**src/design/pmsd_pkg.sv**
```systemverilog
// package: constants and types of the program memory space decoder
`default_nettype none
package pmsd_pkg;
  localparam int          ADDR_W          = 21;
  localparam int          WORD_W          = 16;
  localparam int          CFG_W           = 8;
  localparam logic [20:0] VEC_RESET_ADDR  = 21'h000000;
  localparam logic [20:0] VEC_HIGH_ADDR   = 21'h000008;
  localparam logic [20:0] VEC_LOW_ADDR    = 21'h000018;
  localparam int          FLASH_KB_SMALL  = 32;
  localparam int          FLASH_KB_MID    = 64;
  localparam int          FLASH_KB_LARGE  = 128;
  localparam logic [20:0] FLASH_TOP_32K   = 21'h007fff;
  localparam logic [20:0] FLASH_TOP_64K   = 21'h00ffff;
  localparam logic [20:0] FLASH_TOP_128K  = 21'h01ffff;
  localparam logic [20:0] BOOT_TOP_SMALL  = 21'h0007ff;
  localparam logic [20:0] BOOT_TOP_LARGE  = 21'h0001ff;
  localparam logic [15:0] NOP_WORD        = 16'h0000;
  // configuration byte layout
  localparam int          CFG_WAIT_BIT    = 7;
  localparam int          CFG_MODE_LSB    = 0;
  localparam logic [7:0]  CFG_ERASED      = 8'h83;
  // register port
  localparam logic [3:0]  REG_CFG         = 4'h0;
  localparam logic [3:0]  REG_MEMCON      = 4'h1;
  localparam logic [3:0]  REG_STATUS      = 4'h2;
  localparam int          MEMCON_WAIT_LSB = 4;
  localparam logic [1:0]  MEMCON_WAIT_RST = 2'h0;
  localparam int          STAT_BLOCK_BIT  = 7;
  localparam int          STAT_EXT_BIT    = 6;
  localparam int          STAT_RUN_BIT    = 5;

  typedef enum logic [1:0] {
    extended_map      = 2'b00,
    boot_block_map    = 2'b01,
    external_only_map = 2'b10,
    internal_only_map = 2'b11
  } pmsd_map_t;

  typedef enum logic [1:0] {
    kind_exec   = 2'b00,
    kind_tread  = 2'b01,
    kind_twrite = 2'b10
  } pmsd_kind_t;

  typedef enum logic [1:0] {
    vec_none  = 2'b00,
    vec_reset = 2'b01,
    vec_high  = 2'b10,
    vec_low   = 2'b11
  } pmsd_vec_t;

  typedef enum logic {
    st_hold = 1'b0,
    st_run  = 1'b1
  } pmsd_state_t;

  typedef struct packed {
    pmsd_vec_t   vec;
    pmsd_kind_t  kind;
    logic [20:0] addr;
  } pmsd_req_t;

  typedef struct packed {
    logic        flash;
    logic        ext;
    logic        zero;
    logic        blocked;
    logic        we;
    logic [20:0] addr;
  } pmsd_route_t;
endpackage : pmsd_pkg
`default_nettype wire

```
**src/design/pmsd_top.sv**
```systemverilog
// module: program memory space decoder with config latch and register port
`default_nettype none
module pmsd_top #(
  parameter int FLASH_KBYTES = pmsd_pkg::FLASH_KB_SMALL,
  parameter bit HAS_EXT_BUS  = 1'b1,
  parameter int DATA_ADDR_W  = 12
) (
  input  wire logic                   clk_sys_in,
  input  wire logic                   rst_in,
  input  wire logic [7:0]             cfg_byte_in,
  input  wire logic [3:0]             reg_addr_in,
  input  wire logic [7:0]             reg_wdata_in,
  input  wire logic                   reg_wr_in,
  input  wire logic                   reg_rd_in,
  output logic      [7:0]             reg_rdata_out,
  input  wire logic                   fetch_req_in,
  input  wire pmsd_pkg::pmsd_req_t    fetch_in,
  input  wire logic                   flash_rvalid_in,
  input  wire logic [15:0]            flash_rdata_in,
  input  wire logic                   ext_rvalid_in,
  input  wire logic [15:0]            ext_rdata_in,
  input  wire logic                   data_req_in,
  input  wire logic                   data_we_in,
  input  wire logic [DATA_ADDR_W-1:0] data_addr_in,
  output logic                        flash_req_out,
  output logic                        ext_req_out,
  output logic                        prog_we_out,
  output logic      [20:0]            prog_addr_out,
  output logic                        blocked_out,
  output logic                        prog_word_valid_out,
  output logic      [15:0]            prog_word_out,
  output logic      [1:0]             ext_wait_out,
  output logic      [1:0]             memory_map_select_out,
  output logic                        data_req_out,
  output logic                        data_we_out,
  output logic      [DATA_ADDR_W-1:0] data_addr_out
);
  // flash size picks both limits; boot block is larger only on the smallest part
  localparam logic [20:0] FLASH_TOP =
    (FLASH_KBYTES == pmsd_pkg::FLASH_KB_SMALL) ? pmsd_pkg::FLASH_TOP_32K :
    (FLASH_KBYTES == pmsd_pkg::FLASH_KB_MID)   ? pmsd_pkg::FLASH_TOP_64K :
                                                 pmsd_pkg::FLASH_TOP_128K;
  localparam logic [20:0] BOOT_TOP =
    (FLASH_KBYTES == pmsd_pkg::FLASH_KB_SMALL) ? pmsd_pkg::BOOT_TOP_SMALL :
                                                 pmsd_pkg::BOOT_TOP_LARGE;

  pmsd_pkg::pmsd_state_t state;
  pmsd_pkg::pmsd_state_t next_state;
  pmsd_pkg::pmsd_map_t   mode;
  pmsd_pkg::pmsd_route_t route;
  logic [7:0]            cfg_meta;
  logic [7:0]            cfg_sync;
  logic [7:0]            cfg_img;
  logic                  wait_dis;
  logic [1:0]            wait_count;
  logic                  blocked_seen;

  wire pmsd_pkg::pmsd_map_t next_mode;
  wire logic                taken;
  wire logic                wr_memcon;
  wire logic                wr_status;
  wire logic                block_set;
  wire logic                block_clr;
  wire logic [7:0]          memcon_img;
  wire logic [7:0]          status_img;
  wire logic [7:0]          next_rdata;
  wire logic [15:0]         next_word;
  wire logic                next_valid;

  // fuse pins are not of this clock; two stages before anything reads them
  always_ff @(posedge clk_sys_in) begin
    cfg_meta <= cfg_byte_in;
    cfg_sync <= cfg_meta;
  end

  always_comb begin
    case (state)
      pmsd_pkg::st_hold: next_state = pmsd_pkg::st_run;
      pmsd_pkg::st_run:  next_state = pmsd_pkg::st_run;
      default:           next_state = pmsd_pkg::st_hold;
    endcase
  end

  always_ff @(posedge clk_sys_in) begin
    if (rst_in) begin
      state <= pmsd_pkg::st_hold;
    end else begin
      state <= next_state;
    end
  end

  assign next_mode = HAS_EXT_BUS ?
    pmsd_pkg::pmsd_map_t'(cfg_sync[pmsd_pkg::CFG_MODE_LSB +: 2]) :
    pmsd_pkg::internal_only_map;

  // map is caught once, on the first edge after release, so it never moves mid-run
  always_ff @(posedge clk_sys_in) begin
    if (rst_in) begin
      mode     <= pmsd_pkg::internal_only_map;
      wait_dis <= 1'b1;
      cfg_img  <= pmsd_pkg::CFG_ERASED;
    end else if (state == pmsd_pkg::st_hold) begin
      mode     <= next_mode;
      wait_dis <= cfg_sync[pmsd_pkg::CFG_WAIT_BIT];
      cfg_img  <= {cfg_sync[pmsd_pkg::CFG_WAIT_BIT], 5'h00, cfg_sync[1:0]};
    end
  end

  pmsd_map_decode #(
    .FLASH_TOP (FLASH_TOP),
    .BOOT_TOP  (BOOT_TOP)
  ) u_decode (
    .mode_in   (mode),
    .req_in    (fetch_in),
    .route_out (route)
  );

  // requests during the latch cycle are dropped; the map is not valid yet
  assign taken = fetch_req_in & (state == pmsd_pkg::st_run);

  always_ff @(posedge clk_sys_in) begin
    if (rst_in) begin
      flash_req_out <= 1'b0;
      ext_req_out   <= 1'b0;
      prog_we_out   <= 1'b0;
      blocked_out   <= 1'b0;
      prog_addr_out <= pmsd_pkg::VEC_RESET_ADDR;
    end else begin
      flash_req_out <= taken & route.flash;
      ext_req_out   <= taken & route.ext;
      prog_we_out   <= taken & route.we & (route.flash | route.ext);
      blocked_out   <= taken & route.blocked;
      prog_addr_out <= taken ? route.addr : prog_addr_out;
    end
  end

  // one fetch outstanding at a time, so a zero fill never meets a memory return
  assign next_valid = (taken & route.zero) | flash_rvalid_in | ext_rvalid_in;
  assign next_word  = (taken & route.zero) ? pmsd_pkg::NOP_WORD :
                      flash_rvalid_in      ? flash_rdata_in :
                      ext_rvalid_in        ? ext_rdata_in : pmsd_pkg::NOP_WORD;

  always_ff @(posedge clk_sys_in) begin
    if (rst_in) begin
      prog_word_valid_out <= 1'b0;
      prog_word_out       <= pmsd_pkg::NOP_WORD;
    end else begin
      prog_word_valid_out <= next_valid;
      prog_word_out       <= next_word;
    end
  end

  // data side has its own bus, untouched by the program map
  always_ff @(posedge clk_sys_in) begin
    if (rst_in) begin
      data_req_out  <= 1'b0;
      data_we_out   <= 1'b0;
      data_addr_out <= '0;
    end else begin
      data_req_out  <= data_req_in;
      data_we_out   <= data_req_in & data_we_in;
      data_addr_out <= data_req_in ? data_addr_in : data_addr_out;
    end
  end

  assign wr_memcon  = reg_wr_in & (reg_addr_in == pmsd_pkg::REG_MEMCON);
  assign wr_status  = reg_wr_in & (reg_addr_in == pmsd_pkg::REG_STATUS);
  assign block_set  = taken & route.blocked;
  assign block_clr  = wr_status & reg_wdata_in[pmsd_pkg::STAT_BLOCK_BIT];
  assign memcon_img = {2'b00, wait_count, 4'h0};
  assign status_img = {blocked_seen, HAS_EXT_BUS, state == pmsd_pkg::st_run, 3'b000, mode};
  assign next_rdata = (reg_addr_in == pmsd_pkg::REG_CFG)    ? cfg_img :
                      (reg_addr_in == pmsd_pkg::REG_MEMCON) ? memcon_img :
                      (reg_addr_in == pmsd_pkg::REG_STATUS) ? status_img : 8'h00;

  always_ff @(posedge clk_sys_in) begin
    if (rst_in) begin
      wait_count   <= pmsd_pkg::MEMCON_WAIT_RST;
      blocked_seen <= 1'b0;
      reg_rdata_out <= 8'h00;
    end else begin
      wait_count   <= wr_memcon ? reg_wdata_in[pmsd_pkg::MEMCON_WAIT_LSB +: 2] : wait_count;
      // a new block event beats a clear in the same cycle
      blocked_seen <= block_set | (blocked_seen & ~block_clr);
      reg_rdata_out <= reg_rd_in ? next_rdata : 8'h00;
    end
  end

  always_ff @(posedge clk_sys_in) begin
    if (rst_in) begin
      ext_wait_out          <= 2'b00;
      memory_map_select_out <= pmsd_pkg::internal_only_map;
    end else begin
      ext_wait_out          <= wait_dis ? 2'b00 : wait_count;
      memory_map_select_out <= mode;
    end
  end
endmodule : pmsd_top
`default_nettype wire

```
**src/design/pmsd_map_decode.sv**
```systemverilog
// module: address-to-memory routing of one program access
`default_nettype none
module pmsd_map_decode #(
  parameter logic [20:0] FLASH_TOP = pmsd_pkg::FLASH_TOP_32K,
  parameter logic [20:0] BOOT_TOP  = pmsd_pkg::BOOT_TOP_SMALL
) (
  input  wire pmsd_pkg::pmsd_map_t   mode_in,
  input  wire pmsd_pkg::pmsd_req_t   req_in,
  output wire pmsd_pkg::pmsd_route_t route_out
);
  function automatic logic at_or_below(input logic [20:0] a, input logic [20:0] top);
    at_or_below = (a <= top);
  endfunction : at_or_below

  function automatic logic [20:0] vec_addr(input pmsd_pkg::pmsd_vec_t v, input logic [20:0] a);
    case (v)
      pmsd_pkg::vec_reset: vec_addr = pmsd_pkg::VEC_RESET_ADDR;
      pmsd_pkg::vec_high:  vec_addr = pmsd_pkg::VEC_HIGH_ADDR;
      pmsd_pkg::vec_low:   vec_addr = pmsd_pkg::VEC_LOW_ADDR;
      default:             vec_addr = a;
    endcase
  endfunction : vec_addr

  wire logic [20:0] addr;
  wire logic        in_flash;
  wire logic        in_boot;
  wire logic        m_ext;
  wire logic        m_boot;
  wire logic        m_int;
  wire logic        m_emc;
  wire logic        use_flash;
  wire logic        use_ext;
  wire logic        is_wr;

  assign addr      = vec_addr(req_in.vec, req_in.addr);
  assign in_flash  = at_or_below(addr, FLASH_TOP);
  assign in_boot   = at_or_below(addr, BOOT_TOP);
  assign m_ext     = (mode_in == pmsd_pkg::external_only_map);
  assign m_boot    = (mode_in == pmsd_pkg::boot_block_map);
  assign m_int     = (mode_in == pmsd_pkg::internal_only_map);
  assign m_emc     = (mode_in == pmsd_pkg::extended_map);
  // boundary switching is pure address compare, software never steps in
  assign use_flash = (m_boot & in_boot) | ((m_int | m_emc) & in_flash);
  assign use_ext   = m_ext | (m_boot & ~in_boot) | (m_emc & ~in_flash);
  assign is_wr     = (req_in.kind == pmsd_pkg::kind_twrite);

  assign route_out.flash   = use_flash;
  assign route_out.ext     = use_ext;
  assign route_out.zero    = ~use_flash & ~use_ext & ~is_wr;
  assign route_out.blocked = ~use_flash & ~use_ext & is_wr;
  assign route_out.we      = is_wr;
  assign route_out.addr    = addr;
endmodule : pmsd_map_decode
`default_nettype wire

```
**config.mk**
```make
export PLATFORM = sky130hd
export DESIGN_NAME = pmsd_top
export DESIGN_NICKNAME = d
export VERILOG_FILES = /design/src/design/pmsd_pkg.sv /design/src/design/pmsd_top.sv /design/src/design/pmsd_map_decode.sv
export SDC_FILE = /design/constraint.sdc
export NUM_CORES = 1
export LEC_CHECK = 0
export BUFFER_PORTS_ARGS = -buffer_cell sky130_fd_sc_hd__buf_2
export CAP_MARGIN = 20
export CORE_MARGIN = 3
export CORE_UTILIZATION = 43
export CTS_CLUSTER_DIAMETER = 80
export DETAILED_ROUTE_END_ITERATION = 12
export PLACE_DENSITY = 0.85
export SYNTH_ARGS = -nofsm -noshare
export SYNTH_HDL_FRONTEND = slang
export SYNTH_SLANG_ARGS = --single-unit
```
**constraint.sdc**
```tcl
create_clock -name clk_sys_in -period 2.05 [get_ports clk_sys_in]
set_input_delay 0 -clock clk_sys_in [delete_from_list [all_inputs] [get_ports clk_sys_in]]
set_output_delay 0 -clock clk_sys_in [all_outputs]
set_load 0.005 [all_outputs]
```
# ---- Word-level counts from Yosys, hierarchy flattened
# Index checks and enable logic that the tools add are counted.
dict set report word_totals {
  reg_bits 94
  wordCells 82
  in_bits 98
  out_inout_bits 68
}
dict set report op_classes {
  n_mux 7
  eq_ne 9
  reduce_logical 7
  magnitude_cmp 2
  n_bitwise 34
}
# op count
set ops {}
lappend ops {{21-bit one-hot mux with 3 select lines} 1}
lappend ops {{16-bit two-way mux} 2}
lappend ops {{8-bit two-way mux} 3}
lappend ops {{21-bit by 11-bit less-or-equal comparator with 1-bit output (second input constant)} 1}
lappend ops {{21-bit by 15-bit less-or-equal comparator with 1-bit output (second input constant)} 1}
lappend ops {{1-bit bitwise AND} 19}
lappend ops {{2-bit equality test (second input constant)} 5}
lappend ops {{1-bit bitwise OR} 8}
lappend ops {{1-bit inverter} 7}
lappend ops {{2-bit OR reduction} 3}
lappend ops {{2-bit by 1-bit equality test with 1-bit output (second input constant)} 2}
lappend ops {{4-bit by 1-bit equality test with 1-bit output (second input constant)} 1}
lappend ops {{4-bit by 2-bit equality test with 1-bit output (second input constant)} 1}
lappend ops {{4-bit logical NOT} 1}
lappend ops {{4-bit OR reduction} 1}
lappend ops {{3-bit OR reduction} 1}
lappend ops {{2-bit logical NOT} 1}
lappend ops {{1-bit two-way mux} 1}

# ---- Depth between registers and ports, before layout
# Gate-level depths: netlist of run 1.
dict set report logic_depth {
  word_depth 13
  depth_mapped 7
  mapped_depth_nobuf 6
}

# ---- Cells and area by module
# From an unflattened synthesis of run 1, not the netlist that was laid out.
dict set report hier_totals {
  cells_unflattened 318
  hier_area_um2 2979.1
}
# mod seq_area_each_um2 cells_each area_each_um2 n_inst
set by_module_without_submodules {}
lappend by_module_without_submodules {pmsd_top 1581.5 266 2622.5 1}
lappend by_module_without_submodules {pmsd_map_decode 0.0 52 356.6 1}

# ---- Least setup slack after synthesis of run 1
# No wires, ideal clock.
dict set report synth_timing {
  path_type {register to register}
  startpoint {reg, netlist name cfg_img[1]}
  endpoint {reg prog_word_out[1]}
  stages_incl_launch_ff 8
  path_slack_ns 0.392
  setup_time_ns 0.117
  required_ns 1.933
  synth_period_minus_slack_ns 1.658
  path_buffers 1
  arrival_time_ns 1.541
  path_cell_list {dfxtp_1 inv_1 ha_1 nor4_1 o211ai_2 o221ai_4 buf_6 nor2_1}
}
# element line
set synth_rtl {}
lappend synth_rtl {{end signal, assigned} pmsd_top.sv:146} ;# prog_word_out <= pmsd_pkg::NOP_WORD;
lappend synth_rtl {{end signal, assigned} pmsd_top.sv:149} ;# prog_word_out <= next_word;
lappend synth_rtl {{end, declared} pmsd_top.sv:31} ;# output logic [15:0] prog_word_out,

==> results of run 1 <==
## cell families (layout without fill, tap and decap cells)
group / Yosys count / in the layout / synth area share [%]
mux: 18 / 18 / 6.492
fa+ha+maj: 3 / 3 / 1.353
other cells: 1 / 2 / 0.1351
compound gates: 49 / 49 / 13.84
flops: 79 / 79 / 56.99
buf+inv: 21 / 254 / 4.373
simple gates: 102 / 102 / 16.82
## sequential cells by signal, summed over array words and instances, names as in the netlist
signal	count
ext_wait_out	2
data_addr_out	12
blocked_out	1
wait_dis	1
prog_we_out	1
prog_word_out	16
cfg_sync	3
mode	1
flash_req_out	1
reg_rdata_out	6
data_req_out	1
prog_word_valid_out	1
data_we_out	1
wait_count	2
blocked_seen	1
cfg_meta	3
state	1
cfg_img	1
ext_req_out	1
prog_addr_out	21
memory_map_select_out	2
## layout make-up
class	count	area (um2)
well taps	75	93.84
multi-input cells	174	1076
repair buffers	234	1574
fillers	404	1546
inverters	4	15.01
clock buffers	13	168.9
flip-flops and latches	79	1582
clock inverters	3	40.04
## routing by layer
metal | track usage (%) | up-vias | routed length, um
met2 | 44.44 | 137 | 4611
li1 | - | 1401 | -
met4 | 10.76 | 0 | 178
met5 | 0 | - | 0
met1 | 23.94 | 1344 | 3217
met3 | 5.228 | 16 | 644
## where the power goes
part	leakage [nW]	switching [W]	internal [W]
Combinational	1.44	0.000202	0.000267
Sequential	0.648	0.0000233	0.00160
Clock	0.109	0.000504	0.000659
Total	2.19	0.000729	0.00252
## final timing paths
path                                               from                           to  slack, ps  cells after the start
worst max-delay path            cfg_img[1]$_SDFFE_PP1N_  prog_word_out[7]$_SDFF_PP0_        200                      7
worst min-delay path                    reg_wdata_in[7]      blocked_seen$_SDFF_PP0_         30                      4
worst max register to register  cfg_img[1]$_SDFFE_PP1N_  prog_word_out[7]$_SDFF_PP0_        200                      7
worst min register to register      cfg_meta[1]$_DFF_P_          cfg_sync[1]$_DFF_P_        330                      0
## metrics by stage
step                power, W  hold slack [ps]  cell area [um2]  util, %
detailed placement  0.001980            105.2             3562    58.44
floorplan           0.001818            27.72             2779        -
CTS                 0.003261            14.66             4522    74.18
finish              0.003251            32.08             4549    74.63
global route        0.003386            64.97             4549    74.63
global placement    0.001967            105.0             3562    58.44
## critical path: stages, from the launching register on
cell and delay, ps:
dfxtp_1 350, inv_1 100, ha_1 260, nor4_1 330, o211ai_2 220, o221ai_4 250
buf_12 170, nor2_1 60
## timing repair
item / CTS / global route
setup buffers: 0 / 1
hold buffers: 75 / 0
setup endpoints to repair: 0 / 4
endpoints found under the hold margin: 62 / 0
## cell usage after synthesis, drive strengths merged
cell type	count	share of area, %
dfxtp	79	57
nor2	60	8.1
a22oi	35	9.5
mux2i	18	6.5
nand2	12	1.6
buf	10	2.5
nor2b	6	1.4
nor3	6	1.3
clkbuf	5	0.68
nor3b	4	1.1
a21oi	3	0.54
ha	3	1.4
inv	3	0.41
nand3	3	0.54
nor4	3	0.68
and2	2	0.50
o21a	2	0.54
o31a	2	0.63
a2111oi	1	0.32
a211oi	1	0.27
and3	1	0.23
clkinv	1	0.14
conb	1	0.14
dlygate4sd1	1	0.32
dlygate4sd3	1	0.36
nand3b	1	0.27
nand4	1	0.23
o211ai	1	0.45
o21ai	1	0.18
o221ai	1	0.95
o22ai	1	0.23
o31ai	1	0.27
or2	1	0.23
or2b	1	0.32
or4	1	0.41
==> results.ini, run 1 <==
[clock_network]
clock_latency_ps = 330
cts_resized = 0
cts-buffers-inserted = 9
cts_root_buf = clkbuf_8
h-tree-depth = 3
clock_path_buffers = 2
clk_pin_slew_worst_paths_ps = 70
cts_tree = done
clock-sinks = 79

[global_routing]
grt_pass1_vias = 3087
grt_usage_pct = 23.35
grt_pass1_wl_mm = 13.75
grt-ovfl-total = 0
grt_max_degree = 27
grt_antenna_before_repair = 0

[power_and_ir_drop]
p_leak_nw = 2.193
p_per_area_mw_per_mm2 = 714.6
ir_worst_vdd_v = 0.0004583

[drt]
drt_iter0_markers = 141
wl_mm = 8.652
wire_per_inst_um = 14.87
first_pass_iters = 4
detail-route-antenna-nets = 0
drt-vias-per-instance = 4.979
vias = 2898
remaining_drc_errors = 0

[synth]
ys_types = 40
synth_area_per_cell_um2 = 10.17
syn_inst = 273
ys_ff_latch = 79
ys.warnings.count = 0
synth_seq_area_share_pct = 56.99
synthesis.area_mm2 = 0.002775

[placed_design]
gp_congestion = 0.8375
dpl.hpwl_mm = 5.311
port_buffers = 153
dp_slack_ps = 134.7
dp_cells = 489

[cells_and_area]
final_nets = 603
drive_above_1_share_pct = 35.70
diodes = 0
area_growth_pct = 63.93
fin_cells = 582
mostFrequentLayoutCell = buf_2
final_cell_mix = 153 x buf_2, 79 x dfxtp_1, 75 x dlygate4sd3_1

[sta]
setup_viol = 0
finalCritPeriodShare_pct = 90.14
setup_slack_ps = 202.1
setup_tns_ps = 0
clock.fmax_mhz = 541.1
rsz0062_at_grt = false
maxSlewViolCount = 0
finalHoldViolations = 0
final.min_clock_period_ps = 1848
fin_skew_ps = 8.323

[critical_path]
crit_type = flop to flop
setup.worst_path.end_class = flop
crit_fanout = 16
worstPathArrival_ps = 2070
required_ps = 2270
cp-start-kind = flop

[floorplanning]
rows = 28
core_area_mm2 = 0.006096
pin_count = 166
die_w_um = 86.34
die_area_mm2 = 0.007454
die_y_um = 86.34
start_util_pct = 45.53

[hold_path]
hp-class = input pin to flop

[outcome]
status = finished, final reports clean

[job]
drv_cap = 0

Note: power is estimated with default switching activity, not from simulation.
==> run 2, diff against run 1 <==
--- a/config.mk
+++ b/config.mk
@@ -8,10 +8,10 @@
 export BUFFER_PORTS_ARGS = -buffer_cell sky130_fd_sc_hd__buf_2
 export CAP_MARGIN = 20
 export CORE_MARGIN = 3
-export CORE_UTILIZATION = 43
+export CORE_UTILIZATION = 39
 export CTS_CLUSTER_DIAMETER = 80
 export DETAILED_ROUTE_END_ITERATION = 12
-export PLACE_DENSITY = 0.85
+export PLACE_DENSITY = 0.81
 export SYNTH_ARGS = -nofsm -noshare
 export SYNTH_HDL_FRONTEND = slang
 export SYNTH_SLANG_ARGS = --single-unit
==> constraint.sdc (replaced) <==
create_clock -name clk_sys_in -period 1.5 [get_ports clk_sys_in]
set_input_delay 0 -clock clk_sys_in [delete_from_list [all_inputs] [get_ports clk_sys_in]]
set_output_delay 0 -clock clk_sys_in [all_outputs]
set_load 0.005 [all_outputs]
==> run 2 against run 1 <==
  * The flow now finishes with violations (hold timing, setup timing)
  * First-iteration DRC count is 32% lower
  * Flip-flop and latch count did not move
  * Power rose by 40%
  * Die area rose by 9.5%
  * Non-clock buffer count up 6
  * Sequential power rose by 36%
  * Sequential share of layout area is 1.2 points lower
  * Clock power is 42% higher
  * Critical path depth stayed put
  * Wire length rose by 6.9%
  * Worst setup slack worse by 260 ps
  * Largest power group unchanged
==> results.ini, run 2 (same netlist as run 1, synthesis figures left out) <==
[sta]
rsz0062_at_grt = true
setup_viol = 17
finalCritPeriodShare_pct = 103.7
clock.fmax_mhz = 642.7
setup_tns_ps = -545.2
final.min_clock_period_ps = 1556
maxSlewViolCount = 0
setup_slack_ps = -55.92
finalHoldViolations = 1
whs_ps = -68.37
fin_skew_ps = 12.21

[critical_path]
crit_path_start = ext_rvalid_in
required_ps = 1750
crit_fanout = 15
r2r-start = cfg_img[1]$_SDFFE_PP1N_
crit_type = input pin to flop
setup.worst_path.end_class = flop
cp-start-kind = input pin
r2r_cells = 7
worstPathArrival_ps = 1810

[floorplanning]
rows = 30
die_area_mm2 = 0.008164
pin_count = 166
core_area_mm2 = 0.006832
start_util_pct = 40.62
die_y_um = 90.36
die_w_um = 90.36

[power_and_ir_drop]
p_leak_nw = 2.219
p_per_area_mw_per_mm2 = 963.0
ir_worst_vdd_v = 0.0006536
total_power_w = 0.004550

[hold_path]
hp-class = input pin to flop
min_from = flash_rdata_in[0]
min_path_cells = 3

[drt]
detail-route-antenna-nets = 0
vias = 2964
wl_mm = 9.247
first_pass_iters = 4
wire_per_inst_um = 15.18
remaining_drc_errors = 0
drt_iter0_markers = 96
drt-vias-per-instance = 4.867

[cells_and_area]
drive_above_1_share_pct = 39.96
area_growth_pct = 70.24
largest_reg_flops = 21
diodes = 0
multi_input_area_mm2 = 0.001166
n_fill_cell = 530
final_cell_mix = 153 x buf_2, 77 x dfxtp_1, 73 x dlygate4sd3_1
fin_cells = 609
final_core_util_pct = 69.16
largest-register = prog_addr_out
mostFrequentLayoutCell = buf_2
regArea_mm2 = 0.001587
reg_top3 = prog_addr_out (21), prog_word_out (16), data_addr_out (12)
final_nets = 609

[global_routing]
met3_usage_pct = 5.167
grt_util_met1_pct = 22.93
top_usage_layer = met2
grt_usage_pct = 22.95
grt_pass1_vias = 3196
grt_pass1_wl_mm = 15.01
grt-ovfl-total = 0
grt_antenna_before_repair = 0
grt_max_degree = 20
grt.met2_usage_pct = 43.75

[clock_network]
clock_path_buffers = 2
h-tree-depth = 3
clk_pin_slew_worst_paths_ps = 90
cts_root_buf = clkbuf_8
cts-buffers-inserted = 9
cts_tree = done
clock_latency_ps = 340
clock-sinks = 79

[placed_design]
dpl.hpwl_mm = 5.493
port_buffers = 153
gp_congestion = 0.8037
dp_cells = 519

[outcome]
violations = hold timing, setup timing
status = complete, but fails checks

[job]
drv_cap = 0

==> run 2: final timing paths <==
kind	end	slack [ps]
worst min-delay path	prog_word_out[0]$_SDFF_PP0_	-70
worst min register to register	cfg_sync[7]$_DFF_P_	330
worst max register to register	prog_word_out[7]$_SDFF_PP0_	-40
worst max-delay path	prog_word_out[2]$_SDFF_PP0_	-60
==> run 2: worst max-delay path: stages <==
cell and delay [ps]:
dlygate4sd3_1 540, buf_2 150, nor2b_1 130, buf_6 170, a22oi_1 170, dlygate4sd3_1 590
nor2_1 40
==> run 2: stage by stage <==
step,cell area (um2),worst slack (ps)
after global placement,3706,-31.75
after detailed placement,3706,-71.86
after global routing,4725,-152.9
final,4725,-55.92
after floorplan,2816,-51.49
after CTS,4682,-33.51
==> run 2: per-layer routing <==
metal	vias up	routed length (um)
met5	-	0
met4	0	320
met3	25	465
met2	121	5057
met1	1403	3404
li1	1415	-
==> run 2: report_power, final <==
part	internal [W]	switching (W)
sequential	0.00218	0.0000342
clock	0.000807	0.000839
combinational	0.000391	0.000299
total	0.00338	0.00117
==> run 2: final cells by class <==
cell class                      instances  share of cell area (%)
Sequential cell                        79                   33.58
Timing Repair Buffer                  240                   34.32
Tap cell                               96                   2.542
Inverter                                4                  0.4237
Clock inverter                          7                   1.827
Multi-Input combinational cell        174                   24.68
Clock buffer                            9                   2.622
==> run 2: what timing repair did <==
action	in CTS	in global routing
gates resized for setup	3	12
setup buffers	1	0
hold buffers	74	0
cloned	0	0
setup endpoints to repair	17	23
pin swaps	1	3
hold endpoints to repair	63	0
